`src/hdl/iox_regs.vh`:
```
// Constants of the 16-bit two-wire I/O expander
`ifndef IOX_REGS_VH
`define IOX_REGS_VH

// Clock rate and fastest supported bus rate
`define IOX_MCLK_KHZ      50000
`define IOX_BUS_MAX_KBPS  400
`define IOX_BIT_CYC       (`IOX_MCLK_KHZ / `IOX_BUS_MAX_KBPS)

// Address byte layout
`define IOX_ADDR_HI_DFLT  4'h4
`define IOX_RW_BIT        0
`define IOX_BYTE_BITS     4'h8

// Reset values and write buffer size
`define IOX_LATCH_RST     16'hFFFF
`define IOX_FIFO_DEPTH    8
`define IOX_FIFO_AW       3

`endif

```
`src/hdl/iox_expander.v`:
```
// Two-wire slave 16-bit quasi-bidirectional I/O expander
//
// Functional notes
// - Addressed slave; receives in write direction, transmits in read direction.
// - Three address select inputs form the low slave address bits.
// - Oversampling at mclk keeps pace with 400 kbit/s bus traffic.
// - First byte after start holds seven-bit address and direction bit.
// - Data bytes pair low port first, then high port, repeating.
// - Sixteen independent pins, input or output, no direction bits.
// - Read sends pin levels; write makes received bytes the new outputs.
// - After reset every pin is released, usable as input.
// - Pin written high gets strong pull-up until next SCL falling edge.
// - Latch holds last written value; low pins keep driving low.
// - Active-low open-drain interrupt flags changed inputs without bus traffic.
// - Direction bit one selects read, zero selects write.
// - Write acks each byte; pins update after acked second byte of pair.
// - Input edge raises interrupt; clears on return, read or write.
`timescale 1ns/10ps
`default_nettype none
`include "iox_regs.vh"
module iox_expander #(
   parameter [3:0] ADDR_HI = `IOX_ADDR_HI_DFLT
) (
   // Clock and reset
   input  wire        mclk,
   input  wire        rst_b,
   // Address selects
   input  wire        slave_addr_sel0,
   input  wire        slave_addr_sel1,
   input  wire        slave_addr_sel2,
   // Two-wire bus
   input  wire        scl_in,
   input  wire        sda_in,
   output wire        sda_o,
   output wire        sda_oe,
   // Port pins, high port in 15:8
   input  wire [15:0] port_in,
   output wire [15:0] port_o,
   output wire [15:0] port_oe,
   // Interrupt, open drain
   output wire        int_o,
   output wire        int_oe
);
   localparam ST_IDLE = 3'h0;
   localparam ST_ADDR = 3'h1;
   localparam ST_AACK = 3'h2;
   localparam ST_WRX  = 3'h3;
   localparam ST_WACK = 3'h4;
   localparam ST_RTX  = 3'h5;
   localparam ST_RACK = 3'h6;
   localparam ST_IGN  = 3'h7;

   // Open-drain: drive low while the bit to send is zero
   function oe_for_bit;
      input b;
      begin
         oe_for_bit = ~b;
      end
   endfunction

   //==========================================================
   // Input synchronisers
   //==========================================================
   reg [2:0]  scl_s_ff;
   reg [2:0]  sda_s_ff;
   reg [15:0] pin_s1_ff;
   reg [15:0] pin_s2_ff;
   reg [2:0]  asel_s1_ff;
   reg [2:0]  asel_s2_ff;

   always @(posedge mclk) begin
      if (!rst_b) begin
         scl_s_ff   <= 3'h7;
         sda_s_ff   <= 3'h7;
         pin_s1_ff  <= 16'hFFFF;
         pin_s2_ff  <= 16'hFFFF;
         asel_s1_ff <= 3'h0;
         asel_s2_ff <= 3'h0;
      end else begin
         scl_s_ff   <= {scl_s_ff[1:0], scl_in};
         sda_s_ff   <= {sda_s_ff[1:0], sda_in};
         pin_s1_ff  <= port_in;
         pin_s2_ff  <= pin_s1_ff;
         asel_s1_ff <= {slave_addr_sel2, slave_addr_sel1, slave_addr_sel0};
         asel_s2_ff <= asel_s1_ff;
      end
   end

   wire scl      = scl_s_ff[1];
   wire sda      = sda_s_ff[1];
   wire scl_rise = scl_s_ff[1] & ~scl_s_ff[2];
   wire scl_fall = ~scl_s_ff[1] & scl_s_ff[2];
   wire bus_start = scl & scl_s_ff[2] & ~sda_s_ff[1] & sda_s_ff[2];
   wire bus_stop  = scl & scl_s_ff[2] & sda_s_ff[1] & ~sda_s_ff[2];

   //==========================================================
   // Bus slave state machine
   //==========================================================
   reg [2:0]  state_ff;
   reg [3:0]  bitcnt_ff;
   reg [7:0]  shreg_ff;
   reg [7:0]  txbyte_ff;
   reg [7:0]  tx_hi_ff;
   reg        tx_phase_ff;
   reg        mack_ff;
   reg        sda_oe_ff;
   reg        push_ff;
   reg        rd_sample_ff;
   wire       fifo_in_ready;

   wire addr_hit = (shreg_ff[7:1] == {ADDR_HI, asel_s2_ff});

   always @(posedge mclk) begin
      if (!rst_b) begin
         state_ff     <= ST_IDLE;
         bitcnt_ff    <= 4'h0;
         shreg_ff     <= 8'h00;
         txbyte_ff    <= 8'h00;
         tx_hi_ff     <= 8'h00;
         tx_phase_ff  <= 1'b0;
         mack_ff      <= 1'b0;
         sda_oe_ff    <= 1'b0;
         push_ff      <= 1'b0;
         rd_sample_ff <= 1'b0;
      end else begin
         push_ff      <= 1'b0;
         rd_sample_ff <= 1'b0;
         if (bus_start) begin
            state_ff  <= ST_ADDR;
            bitcnt_ff <= 4'h0;
            sda_oe_ff <= 1'b0;
         end else if (bus_stop) begin
            state_ff  <= ST_IDLE;
            sda_oe_ff <= 1'b0;
         end else if (scl_rise) begin
            if (state_ff == ST_ADDR || state_ff == ST_WRX) begin
               shreg_ff  <= {shreg_ff[6:0], sda};
               bitcnt_ff <= bitcnt_ff + 4'h1;
            end
            if (state_ff == ST_RACK) begin
               mack_ff <= ~sda;
            end
         end else if (scl_fall) begin
            case (state_ff)
               ST_ADDR: begin
                  if (bitcnt_ff == `IOX_BYTE_BITS) begin
                     if (addr_hit) begin
                        state_ff  <= ST_AACK;
                        sda_oe_ff <= 1'b1;
                     end else begin
                        state_ff <= ST_IGN;
                     end
                  end
               end
               ST_AACK: begin
                  bitcnt_ff   <= 4'h0;
                  tx_phase_ff <= 1'b0;
                  if (shreg_ff[`IOX_RW_BIT]) begin
                     state_ff     <= ST_RTX;
                     txbyte_ff    <= pin_s2_ff[7:0];
                     tx_hi_ff     <= pin_s2_ff[15:8];
                     rd_sample_ff <= 1'b1;
                     sda_oe_ff    <= oe_for_bit(pin_s2_ff[7]);
                  end else begin
                     state_ff  <= ST_WRX;
                     sda_oe_ff <= 1'b0;
                  end
               end
               ST_WRX: begin
                  if (bitcnt_ff == `IOX_BYTE_BITS) begin
                     if (fifo_in_ready) begin
                        state_ff  <= ST_WACK;
                        sda_oe_ff <= 1'b1;
                     end else begin
                        state_ff <= ST_IGN;
                     end
                  end
               end
               ST_WACK: begin
                  state_ff  <= ST_WRX;
                  bitcnt_ff <= 4'h0;
                  sda_oe_ff <= 1'b0;
                  push_ff   <= 1'b1;
               end
               ST_RTX: begin
                  if (bitcnt_ff == 4'h7) begin
                     state_ff  <= ST_RACK;
                     sda_oe_ff <= 1'b0;
                  end else begin
                     bitcnt_ff <= bitcnt_ff + 4'h1;
                     txbyte_ff <= {txbyte_ff[6:0], 1'b0};
                     sda_oe_ff <= oe_for_bit(txbyte_ff[6]);
                  end
               end
               ST_RACK: begin
                  bitcnt_ff <= 4'h0;
                  if (!mack_ff) begin
                     state_ff <= ST_IGN;
                  end else if (!tx_phase_ff) begin
                     state_ff    <= ST_RTX;
                     tx_phase_ff <= 1'b1;
                     txbyte_ff   <= tx_hi_ff;
                     sda_oe_ff   <= oe_for_bit(tx_hi_ff[7]);
                  end else begin
                     state_ff     <= ST_RTX;
                     tx_phase_ff  <= 1'b0;
                     txbyte_ff    <= pin_s2_ff[7:0];
                     tx_hi_ff     <= pin_s2_ff[15:8];
                     rd_sample_ff <= 1'b1;
                     sda_oe_ff    <= oe_for_bit(pin_s2_ff[7]);
                  end
               end
               default: begin
                  sda_oe_ff <= 1'b0;
               end
            endcase
         end
      end
   end

   //==========================================================
   // Write byte buffer and pairing
   //==========================================================
   wire       fifo_out_valid;
   wire [7:0] fifo_out_data;
   reg        drain_phase_ff;
   reg  [7:0] low_hold_ff;
   reg        upd_ff;
   wire       fifo_out_ready = ~upd_ff;

   iox_fifo #(
      .W  (8),
      .D  (`IOX_FIFO_DEPTH),
      .AW (`IOX_FIFO_AW)
   ) u_fifo (
      .mclk      (mclk),
      .rst_b     (rst_b),
      .in_valid  (push_ff),
      .in_ready  (fifo_in_ready),
      .in_data   (shreg_ff),
      .out_valid (fifo_out_valid),
      .out_ready (fifo_out_ready),
      .out_data  (fifo_out_data)
   );

   reg [15:0] latch_ff;
   reg [15:0] pullup_ff;

   always @(posedge mclk) begin
      if (!rst_b) begin
         drain_phase_ff <= 1'b0;
         low_hold_ff    <= 8'h00;
         upd_ff         <= 1'b0;
         latch_ff       <= `IOX_LATCH_RST;
         pullup_ff      <= 16'h0000;
      end else begin
         upd_ff <= 1'b0;
         if (scl_fall) begin
            pullup_ff <= 16'h0000;
         end
         if (bus_start && !fifo_out_valid) begin
            drain_phase_ff <= 1'b0;
         end else if (fifo_out_valid && fifo_out_ready) begin
            if (!drain_phase_ff) begin
               low_hold_ff    <= fifo_out_data;
               drain_phase_ff <= 1'b1;
            end else begin
               latch_ff       <= {fifo_out_data, low_hold_ff};
               pullup_ff      <= {fifo_out_data, low_hold_ff};
               drain_phase_ff <= 1'b0;
               upd_ff         <= 1'b1;
            end
         end
      end
   end

   //==========================================================
   // Pin drive and interrupt
   //==========================================================
   reg [15:0] port_o_ff;
   reg [15:0] port_oe_ff;
   reg [15:0] ref_ff;
   reg [1:0]  ref_init_ff;
   reg        int_oe_ff;

   always @(posedge mclk) begin
      if (!rst_b) begin
         port_o_ff   <= 16'h0000;
         port_oe_ff  <= 16'h0000;
         ref_ff      <= 16'hFFFF;
         ref_init_ff <= 2'h0;
         int_oe_ff   <= 1'b0;
      end else begin
         port_o_ff  <= pullup_ff;
         port_oe_ff <= ~latch_ff | pullup_ff;
         // Reference tracks pins until synchronisers and pin drive settle
         if (ref_init_ff != 2'h3 || rd_sample_ff || upd_ff) begin
            ref_ff    <= pin_s2_ff;
            int_oe_ff <= 1'b0;
         end else begin
            int_oe_ff <= (pin_s2_ff != ref_ff);
         end
         if (rd_sample_ff || upd_ff) begin
            ref_init_ff <= 2'h0;
         end else if (ref_init_ff != 2'h3) begin
            ref_init_ff <= ref_init_ff + 2'h1;
         end
      end
   end

   assign sda_o   = 1'b0;
   assign sda_oe  = sda_oe_ff;
   assign port_o  = port_o_ff;
   assign port_oe = port_oe_ff;
   assign int_o   = 1'b0;
   assign int_oe  = int_oe_ff;
endmodule // iox_expander
`default_nettype wire

```
`src/hdl/iox_fifo.v`:
```
// Small synchronous FIFO with valid/ready on both sides
`timescale 1ns/10ps
`default_nettype none
module iox_fifo #(
   parameter W  = 8,
   parameter D  = 8,
   parameter AW = 3
) (
   // Clock and reset
   input  wire          mclk,
   input  wire          rst_b,
   // Fill side
   input  wire          in_valid,
   output wire          in_ready,
   input  wire [W-1:0]  in_data,
   // Drain side
   output wire          out_valid,
   input  wire          out_ready,
   output wire [W-1:0]  out_data
);
   reg [W-1:0]  mem [0:D-1];
   reg [AW-1:0] wr_ptr_ff;
   reg [AW-1:0] rd_ptr_ff;
   reg [AW:0]   count_ff;
   wire         push;
   wire         pop;

   assign in_ready  = (count_ff != D[AW:0]);
   assign out_valid = (count_ff != {(AW+1){1'b0}});
   assign out_data  = mem[rd_ptr_ff];
   assign push      = in_valid & in_ready;
   assign pop       = out_valid & out_ready;

   always @(posedge mclk) begin
      if (push) begin
         mem[wr_ptr_ff] <= in_data;
      end
   end

   always @(posedge mclk) begin
      if (!rst_b) begin
         wr_ptr_ff <= {AW{1'b0}};
         rd_ptr_ff <= {AW{1'b0}};
         count_ff  <= {(AW+1){1'b0}};
      end else begin
         if (push) begin
            wr_ptr_ff <= wr_ptr_ff + {{(AW-1){1'b0}}, 1'b1};
         end
         if (pop) begin
            rd_ptr_ff <= rd_ptr_ff + {{(AW-1){1'b0}}, 1'b1};
         end
         if (push && !pop) begin
            count_ff <= count_ff + {{AW{1'b0}}, 1'b1};
         end else if (pop && !push) begin
            count_ff <= count_ff - {{AW{1'b0}}, 1'b1};
         end
      end
   end
endmodule // iox_fifo
`default_nettype wire

```
`config.mk`:
```
export PLATFORM = sky130hd
export DESIGN_NAME = iox_expander
export DESIGN_NICKNAME = d
export VERILOG_FILES = /design/src/hdl/iox_expander.v /design/src/hdl/iox_fifo.v
export VERILOG_INCLUDE_DIRS = /design/src /design/src/hdl
export SDC_FILE = /design/constraint.sdc
export NUM_CORES = 1
export LEC_CHECK = 0
export BUFFER_PORTS_ARGS = -buffer_cell sky130_fd_sc_hd__buf_4
export CAP_MARGIN = 30
export CORE_UTILIZATION = 55
export DETAILED_ROUTE_END_ITERATION = 12
export GPL_ROUTABILITY_DRIVEN = 0
export GPL_TIMING_DRIVEN = 0
export HOLD_SLACK_MARGIN = 0.12
export PLACE_DENSITY = 0.73
export SKIP_CTS_REPAIR_TIMING = 1
export SLEW_MARGIN = 20
export SYNTH_ARGS = -nofsm -noshare
export SYNTH_HDL_FRONTEND = slang
export SYNTH_HIERARCHICAL = 1
export SYNTH_SLANG_ARGS = --single-unit
```
`constraint.sdc`:
```
create_clock -name mclk -period 3.5 [get_ports mclk]
set_clock_uncertainty 0.15 [all_clocks]
set_input_delay 0 -clock mclk [delete_from_list [all_inputs] [get_ports mclk]]
set_output_delay 0 -clock mclk [all_outputs]
set_load 0.005 [all_outputs]
```
==> impl_metrics.env, run 1 <==
export IMPL_status="completed"
export IMPL_initial_core_util=0.568
export IMPL_clk_path_buf_depth=3
export IMPL_vias=6493
export IMPL_synthMuxAreaShare=0.0830
export IMPL_nets=985
export IMPL_finalCritPeriodShare=0.806
export IMPL_drtIter0Drc=411
export IMPL_post_drt_wl_per_cell_um=16.8
export IMPL_synth_top_area_share=0.389
export IMPL_drc_errors=0
export IMPL_dieArea_mm2=0.0178
export IMPL_synth_top_family_by_area="simple AND/OR/NAND/NOR gates"
export IMPL_synth_area_mm2=0.00952
export IMPL_h_tree_depth=1
export IMPL_clk_latency_ns=0.53
export IMPL_root_buffer="clkbuf_16"
export IMPL_rsz0062_at_grt="no"
export IMPL_synth_compound_area_frac=0.0858
export IMPL_dp_hpwl_um=13700
export IMPL_die_h_um=134
export IMPL_ioPinCount=59
export IMPL_num_rows=47
export IMPL_synth_area_per_cell_um2=11.6
export IMPL_cp_start_kind="flop"
export IMPL_drv_slew=0
export IMPL_endpoint_kind="flop"
export IMPL_overflow=0
export IMPL_synthCells=818
export IMPL_n_antenna_cell=0
export IMPL_synth_fa_ha_area_frac=0.0166
export IMPL_critPathMaxFanout=7
export IMPL_synth_largest_area_cell="dfxtp_1"
export IMPL_async_reset_ff_frac=0
export IMPL_vias_per_cell=5.47
export IMPL_power_density_mw_per_mm2=666
export IMPL_ys_warn_count=6
export IMPL_drv_cap=0
export IMPL_first_pass_iters=7
export IMPL_hold_viol=0
export IMPL_cts_buffers=25
export IMPL_synth_edf_count=64
export IMPL_hold_class="input port to flop"
export IMPL_max_slew_margin=0.432
export IMPL_synth_seq_cells=249
export IMPL_final_antenna_net_count=0
export IMPL_synthTopCellsByArea="dfxtp_1 39%, edfxtp_1 20%, mux4_1 4.4%"
export IMPL_fmax_mhz=354
export IMPL_p_leak_nw=4.49
export IMPL_totalWireLength_um=19900
export IMPL_die_x_um=134
export IMPL_worstSetupStartpoint="u_fifo/count_ff[1]"
export IMPL_layout_drive_gt1_share=0.158
export IMPL_tightestPinTransition_ns=0.849
export IMPL_ff2ff_path_depth=11
export IMPL_endpoint="u_fifo/count_ff[3]"
export IMPL_grt_pass1_vias=6336
export IMPL_path_clk_slew_ns=0.06
export IMPL_synth_commonest_cells="185 x dfxtp_1, 81 x nand2_1, 64 x edfxtp_1"
export IMPL_grt_max_degree=16
export IMPL_portBuffers=56
export IMPL_core_mm2=0.0168
export IMPL_synth_xor_area_frac=0.0256
export IMPL_synth_simple_gate_area_frac=0.157
export IMPL_period_minus_slack_ns=2.82
export IMPL_worstReg2RegEnd="u_fifo/count_ff[3]"
export IMPL_clock_sinks=249
export IMPL_ys_types=74
export IMPL_critical_path_class="flop to flop"
export IMPL_syn_to_final_growth_pct=21.5
export IMPL_critPathRequiredTime_ns=3.80
export IMPL_finalSetupViolations=0
export IMPL_ys_flop_type="dfxtp_1"
export IMPL_grt_first_pass_wirelength_um=31600
export IMPL_antenna_found_initial=0
export IMPL_cp_arrival_ns=3.12
export IMPL_vdd_ir_drop_max_v=0.000542
export IMPL_cts_tree="yes"
export IMPL_p_total_mw=7.71
export IMPL_timing_reg2reg_setup_slack_ns=0.68
export IMPL_r2r_start="u_fifo/count_ff[1]"
export IMPL_setup_tns_ns=0
export IMPL_yosysSeqAreaShare=0.591
export IMPL_synth_most_common_cell="dfxtp_1"
export IMPL_grtUsageTotal=0.223
==> worst max-delay path, stage by stage (launching register included) <==
cell      delay [ns]
dfxtp_1         0.36
or4b_1          0.55
buf_6           0.16
nand2_4         0.12
inv_1           0.06
ha_1            0.21
inv_1           0.13
ha_1            0.29
a21oi_1         0.23
a211oi_1        0.11
a31oi_1         0.19
mux2i_1         0.20
==> metrics by stage <==
step / instances / util / hold WS, ns / setup slack [ns] / area [um2]
after detailed placement: 1096 / 0.612 / 0.0352 / 0.712 / 10300
after global placement: 1095 / 0.610 / 0.0319 / 0.803 / 10200
after CTS: 1141 / 0.662 / -0.516 / 0.690 / 11100
after global routing: 1188 / 0.690 / 0.215 / 0.484 / 11600
after floorplan: 819 / - / -0.0485 / 0.969 / 9530
final: 1188 / 0.690 / 0.195 / 0.679 / 11600
==> how the worst min path moves through the flow <==
stage | end | slack (ns) | start | cells after the start
after floorplan | pin_s1_ff[0] | -0.05 | port_in[0] | 1
after global placement | pin_s1_ff[15] | 0.03 | port_in[15] | 2
after detailed placement | pin_s1_ff[12] | 0.04 | port_in[12] | 2
after CTS | pin_s1_ff[0] | -0.52 | port_in[0] | 2
after global routing | u_fifo/count_ff[3] | 0.21 | rst_b | 4
final | u_fifo/count_ff[3] | 0.20 | rst_b | 4
==> metal layers <==
metal,track usage,vias up,part of all wire
met5,0,-,0
met4,0.0751,0,0.024
met3,0.0320,45,0.044
met2,0.398,158,0.51
met1,0.276,3150,0.42
li1,-,3140,-
==> layout make-up <==
cell class	count	area, um2
repair buffers	104	898
fillers	1152	5190
inverters	28	105
plain buffers	45	284
clock buffers	32	702
well taps	220	275
flip-flops and latches	249	5630
multi-input cells	497	3540
clock inverters	13	139
==> state kept, by name, indices dropped and copies added (netlist names), 4 cells and up, named ones only <==
| register | cells |
|---|---|
| pullup_ff | 16 |
| tx_hi_ff | 8 |
| latch_ff | 16 |
| low_hold_ff | 8 |
| txbyte_ff | 7 |
| pin_s2_ff | 16 |
| port_o | 16 |
| port_oe | 16 |
| u_fifo/count_ff | 4 |
| pin_s1_ff | 16 |
| bitcnt_ff | 4 |
| u_fifo/mem | 64 |
| shreg_ff | 8 |
| ref_ff | 16 |
==> kinds of logic (layout without fill, tap and decap cells) <==
| family | Yosys count | after routing |
|---|---|---|
| buffers and inverters | 73 | 222 |
| other | 1 | 2 |
| adders and majority gates | 12 | 12 |
| muxes | 52 | 52 |
| DFF | 249 | 249 |
| and+or+nand+nor | 291 | 291 |
| AOI/OAI and AO/OA | 113 | 113 |
| xor gates and xnor gates | 27 | 27 |
==> where the power goes <==
part / total (mW) / switching [mW] / internal, mW
clock network: 2.67 / 1.09 / 1.58
registers: 3.48 / 0.206 / 3.28
logic: 1.56 / 0.795 / 0.761
total: 7.71 / 2.09 / 5.62
==> cells in the final DEF, fill, tap and decap left out, drive strengths merged, types with 16 or more instances in the layout <==
cell type and n:
nor2 53, edfxtp 64, dfxtp 185, a21oi 33, dlygate4sd3 47, nand3 44
nand2 83, nand2b 45, inv 30, and2 16, buf 85, a22o 22
mux2i 28, mux4 16, xnor2 25, clkbuf 49
Note: power is estimated with default switching activity, not from simulation.
==> run 2, diff against run 1 <==
==> constraint.sdc (replaced) <==
create_clock -name mclk -period 2.8 [get_ports mclk]
set_clock_uncertainty 0.15 [all_clocks]
set_input_delay 0 -clock mclk [delete_from_list [all_inputs] [get_ports mclk]]
set_output_delay 0 -clock mclk [all_outputs]
set_load 0.005 [all_outputs]
==> run 2 against run 1 <==
Net effect:
- first-iteration DRC count up 0.24%
- worst hold slack lost 0.0028 ns
- final area up 0.25%
- clock power up 25%
- critical path depth did not move
- non-clock buffer count increased by 1
- utilization increased by 0.17 points
- combinational power up 26%
- cell count about the same
- routed wire length down 0.11%
- die area unchanged
- sequential share of layout area is 0.11 points lower
- critical path type unchanged
- critical endpoint unchanged
- largest cell class unchanged
==> impl_metrics.env, run 2 (same netlist as run 1, synthesis figures left out) <==
export IMPL_status="completed"
export IMPL_die_x_um=134
export IMPL_rsz0062_at_grt="no"
export IMPL_setup_tns_ns=0
export IMPL_worstReg2RegEnd="u_fifo/count_ff[3]"
export IMPL_dpl_worst_slack_ns=0.0117
export IMPL_layout_drive_gt1_share=0.164
export IMPL_clk_path_buf_depth=3
export IMPL_p_int_mw=7.04
export IMPL_drtIter0Drc=412
export IMPL_dieArea_mm2=0.0178
export IMPL_worst_path_max_delay_cell="or4b_4"
export IMPL_first_pass_iters=5
export IMPL_vias=6490
export IMPL_nets=986
export IMPL_totalWireLength_um=19900
export IMPL_drv_slew=0
export IMPL_power_share_clock=0.345
export IMPL_syn_to_final_growth_pct=21.8
export IMPL_tightestPinTransition_ns=0.852
export IMPL_portBuffers=56
export IMPL_ff2ff_path_depth=11
export IMPL_swShare=0.272
export IMPL_h_tree_depth=1
export IMPL_hp_start="rst_b"
export IMPL_hold_viol=0
export IMPL_cts_tree="yes"
export IMPL_crit_path_cell_trace="or4b_4 > buf_6 > nand2_4 > inv_1 > ha_1 > inv_2 > ha_4 > a21oi_2 > a211oi_1 > a31oi_1 > mux2i_1"
export IMPL_finalCritPeriodShare=0.944
export IMPL_die_h_um=134
export IMPL_overflow=0
export IMPL_path_clk_slew_ns=0.06
export IMPL_clock_sinks=249
export IMPL_hold_path_end="u_fifo/count_ff[3]"
export IMPL_layout_commonest_cell="dfxtp_1"
export IMPL_cp_start_kind="flop"
export IMPL_fin_util=0.692
export IMPL_grtUsageTotal=0.223
export IMPL_critPathRequiredTime_ns=3.10
export IMPL_max_slew_margin=0.430
export IMPL_mostFrequentLayoutCells="184 x dfxtp_1, 81 x nand2_1, 64 x edfxtp_1"
export IMPL_vdd_ir_drop_max_v=0.000678
export IMPL_holdPathStages=4
export IMPL_antenna_found_initial=0
export IMPL_power_density_mw_per_mm2=834
export IMPL_p_seq_frac=0.451
export IMPL_n_antenna_cell=0
export IMPL_drc_errors=0
export IMPL_post_drt_wl_per_cell_um=16.7
export IMPL_num_rows=47
export IMPL_largest_reg_flops=64
export IMPL_p_leak_nw=4.50
export IMPL_grt_first_pass_wirelength_um=31600
export IMPL_critPathMaxFanout=7
export IMPL_dp_hpwl_um=13700
export IMPL_endpoint_kind="flop"
export IMPL_ioPinCount=59
export IMPL_switchingPower_mw=2.62
export IMPL_critical_path_class="flop to flop"
export IMPL_r2r_start="u_fifo/count_ff[2]"
export IMPL_final_antenna_net_count=0
export IMPL_vias_per_cell=5.46
export IMPL_cts_buffers=25
export IMPL_max_stage_delay_ns=0.53
export IMPL_pwr_share_comb=0.204
export IMPL_cp_arrival_ns=2.94
export IMPL_clk_latency_ns=0.54
export IMPL_period_minus_slack_ns=2.64
export IMPL_core_mm2=0.0168
export IMPL_timing_reg2reg_setup_slack_ns=0.16
export IMPL_fmax_mhz=378
export IMPL_hold_class="input port to flop"
export IMPL_place_area_mm2=0.0103
export IMPL_grt_max_degree=16
export IMPL_grt_pass1_vias=6336
export IMPL_regMostFlops="u_fifo/mem"
export IMPL_fin_ws_ns=0.157
export IMPL_initial_core_util=0.568
export IMPL_root_buffer="clkbuf_16"
export IMPL_drv_cap=0
export IMPL_fin_area_mm2=0.0116
export IMPL_finalSetupViolations=0
==> run 2: worst max-delay path by stage <==
stage	start	to	slack [ns]	cells past startpoint
2_1_floorplan	u_fifo/count_ff[1]	u_fifo/count_ff[3]	0.27	11
3_3_place_gp	u_fifo/count_ff[0]	u_fifo/mem[0][5]	0.10	4
3_5_place_dp	u_fifo/count_ff[1]	u_fifo/count_ff[3]	0.01	11
4_1_cts	u_fifo/count_ff[1]	u_fifo/count_ff[3]	-0.01	11
5_1_grt	u_fifo/count_ff[2]	u_fifo/count_ff[3]	0.02	11
6_report	u_fifo/count_ff[2]	u_fifo/count_ff[3]	0.16	11
==> run 2: per-stage QoR <==
stage	std cells	power [mW]	hold slack, ns
floorplan	819	5.72	-0.0485
global placement	1095	6.22	0.0319
detailed placement	1096	6.32	0.0352
CTS	1141	9.66	-0.516
global route	1189	10.1	0.215
finish	1189	9.67	0.192
==> run 2: area by class of cell <==
class / instances / area (um2)
Tap cell: 220 / 275
Inverter: 28 / 105
Sequential cell: 249 / 5630
Clock buffer: 32 / 702
Buffer: 45 / 284
Clock inverter: 13 / 139
Fill cell: 1150 / 5160
Timing Repair Buffer: 105 / 906
Multi-Input combinational cell: 497 / 3560
==> run 2: power groups by stage <==
stage | Sequential [mW] | Clock, mW | Combinational, mW
after floorplan | 4.36 | 0 | 1.36
after global placement | 4.40 | 0 | 1.82
after detailed placement | 4.42 | 0 | 1.89
after CTS | 4.35 | 3.39 | 1.91
after global routing | 4.41 | 3.55 | 2.17
final | 4.36 | 3.34 | 1.97
==> run 2: worst max-delay path, delay by kind of cell (launching register included) <==
family                   cells  cell delay [ns]
AND/OR/NAND/NOR              2             0.65
AO/OA/AOI/OAI                3             0.45
adder cells (fa/ha/maj)      2             0.44
flip-flops                   1             0.37
buffers and inverters        3             0.32
multiplexers                 1             0.20
==> run 2: metal layers <==
metal	track usage	wire [um]	up-vias
met5	0	0	-
met4	0.0751	464	0
met3	0.0320	785	41
met2	0.398	10200	163
met1	0.276	8480	3147
li1	-	-	3139
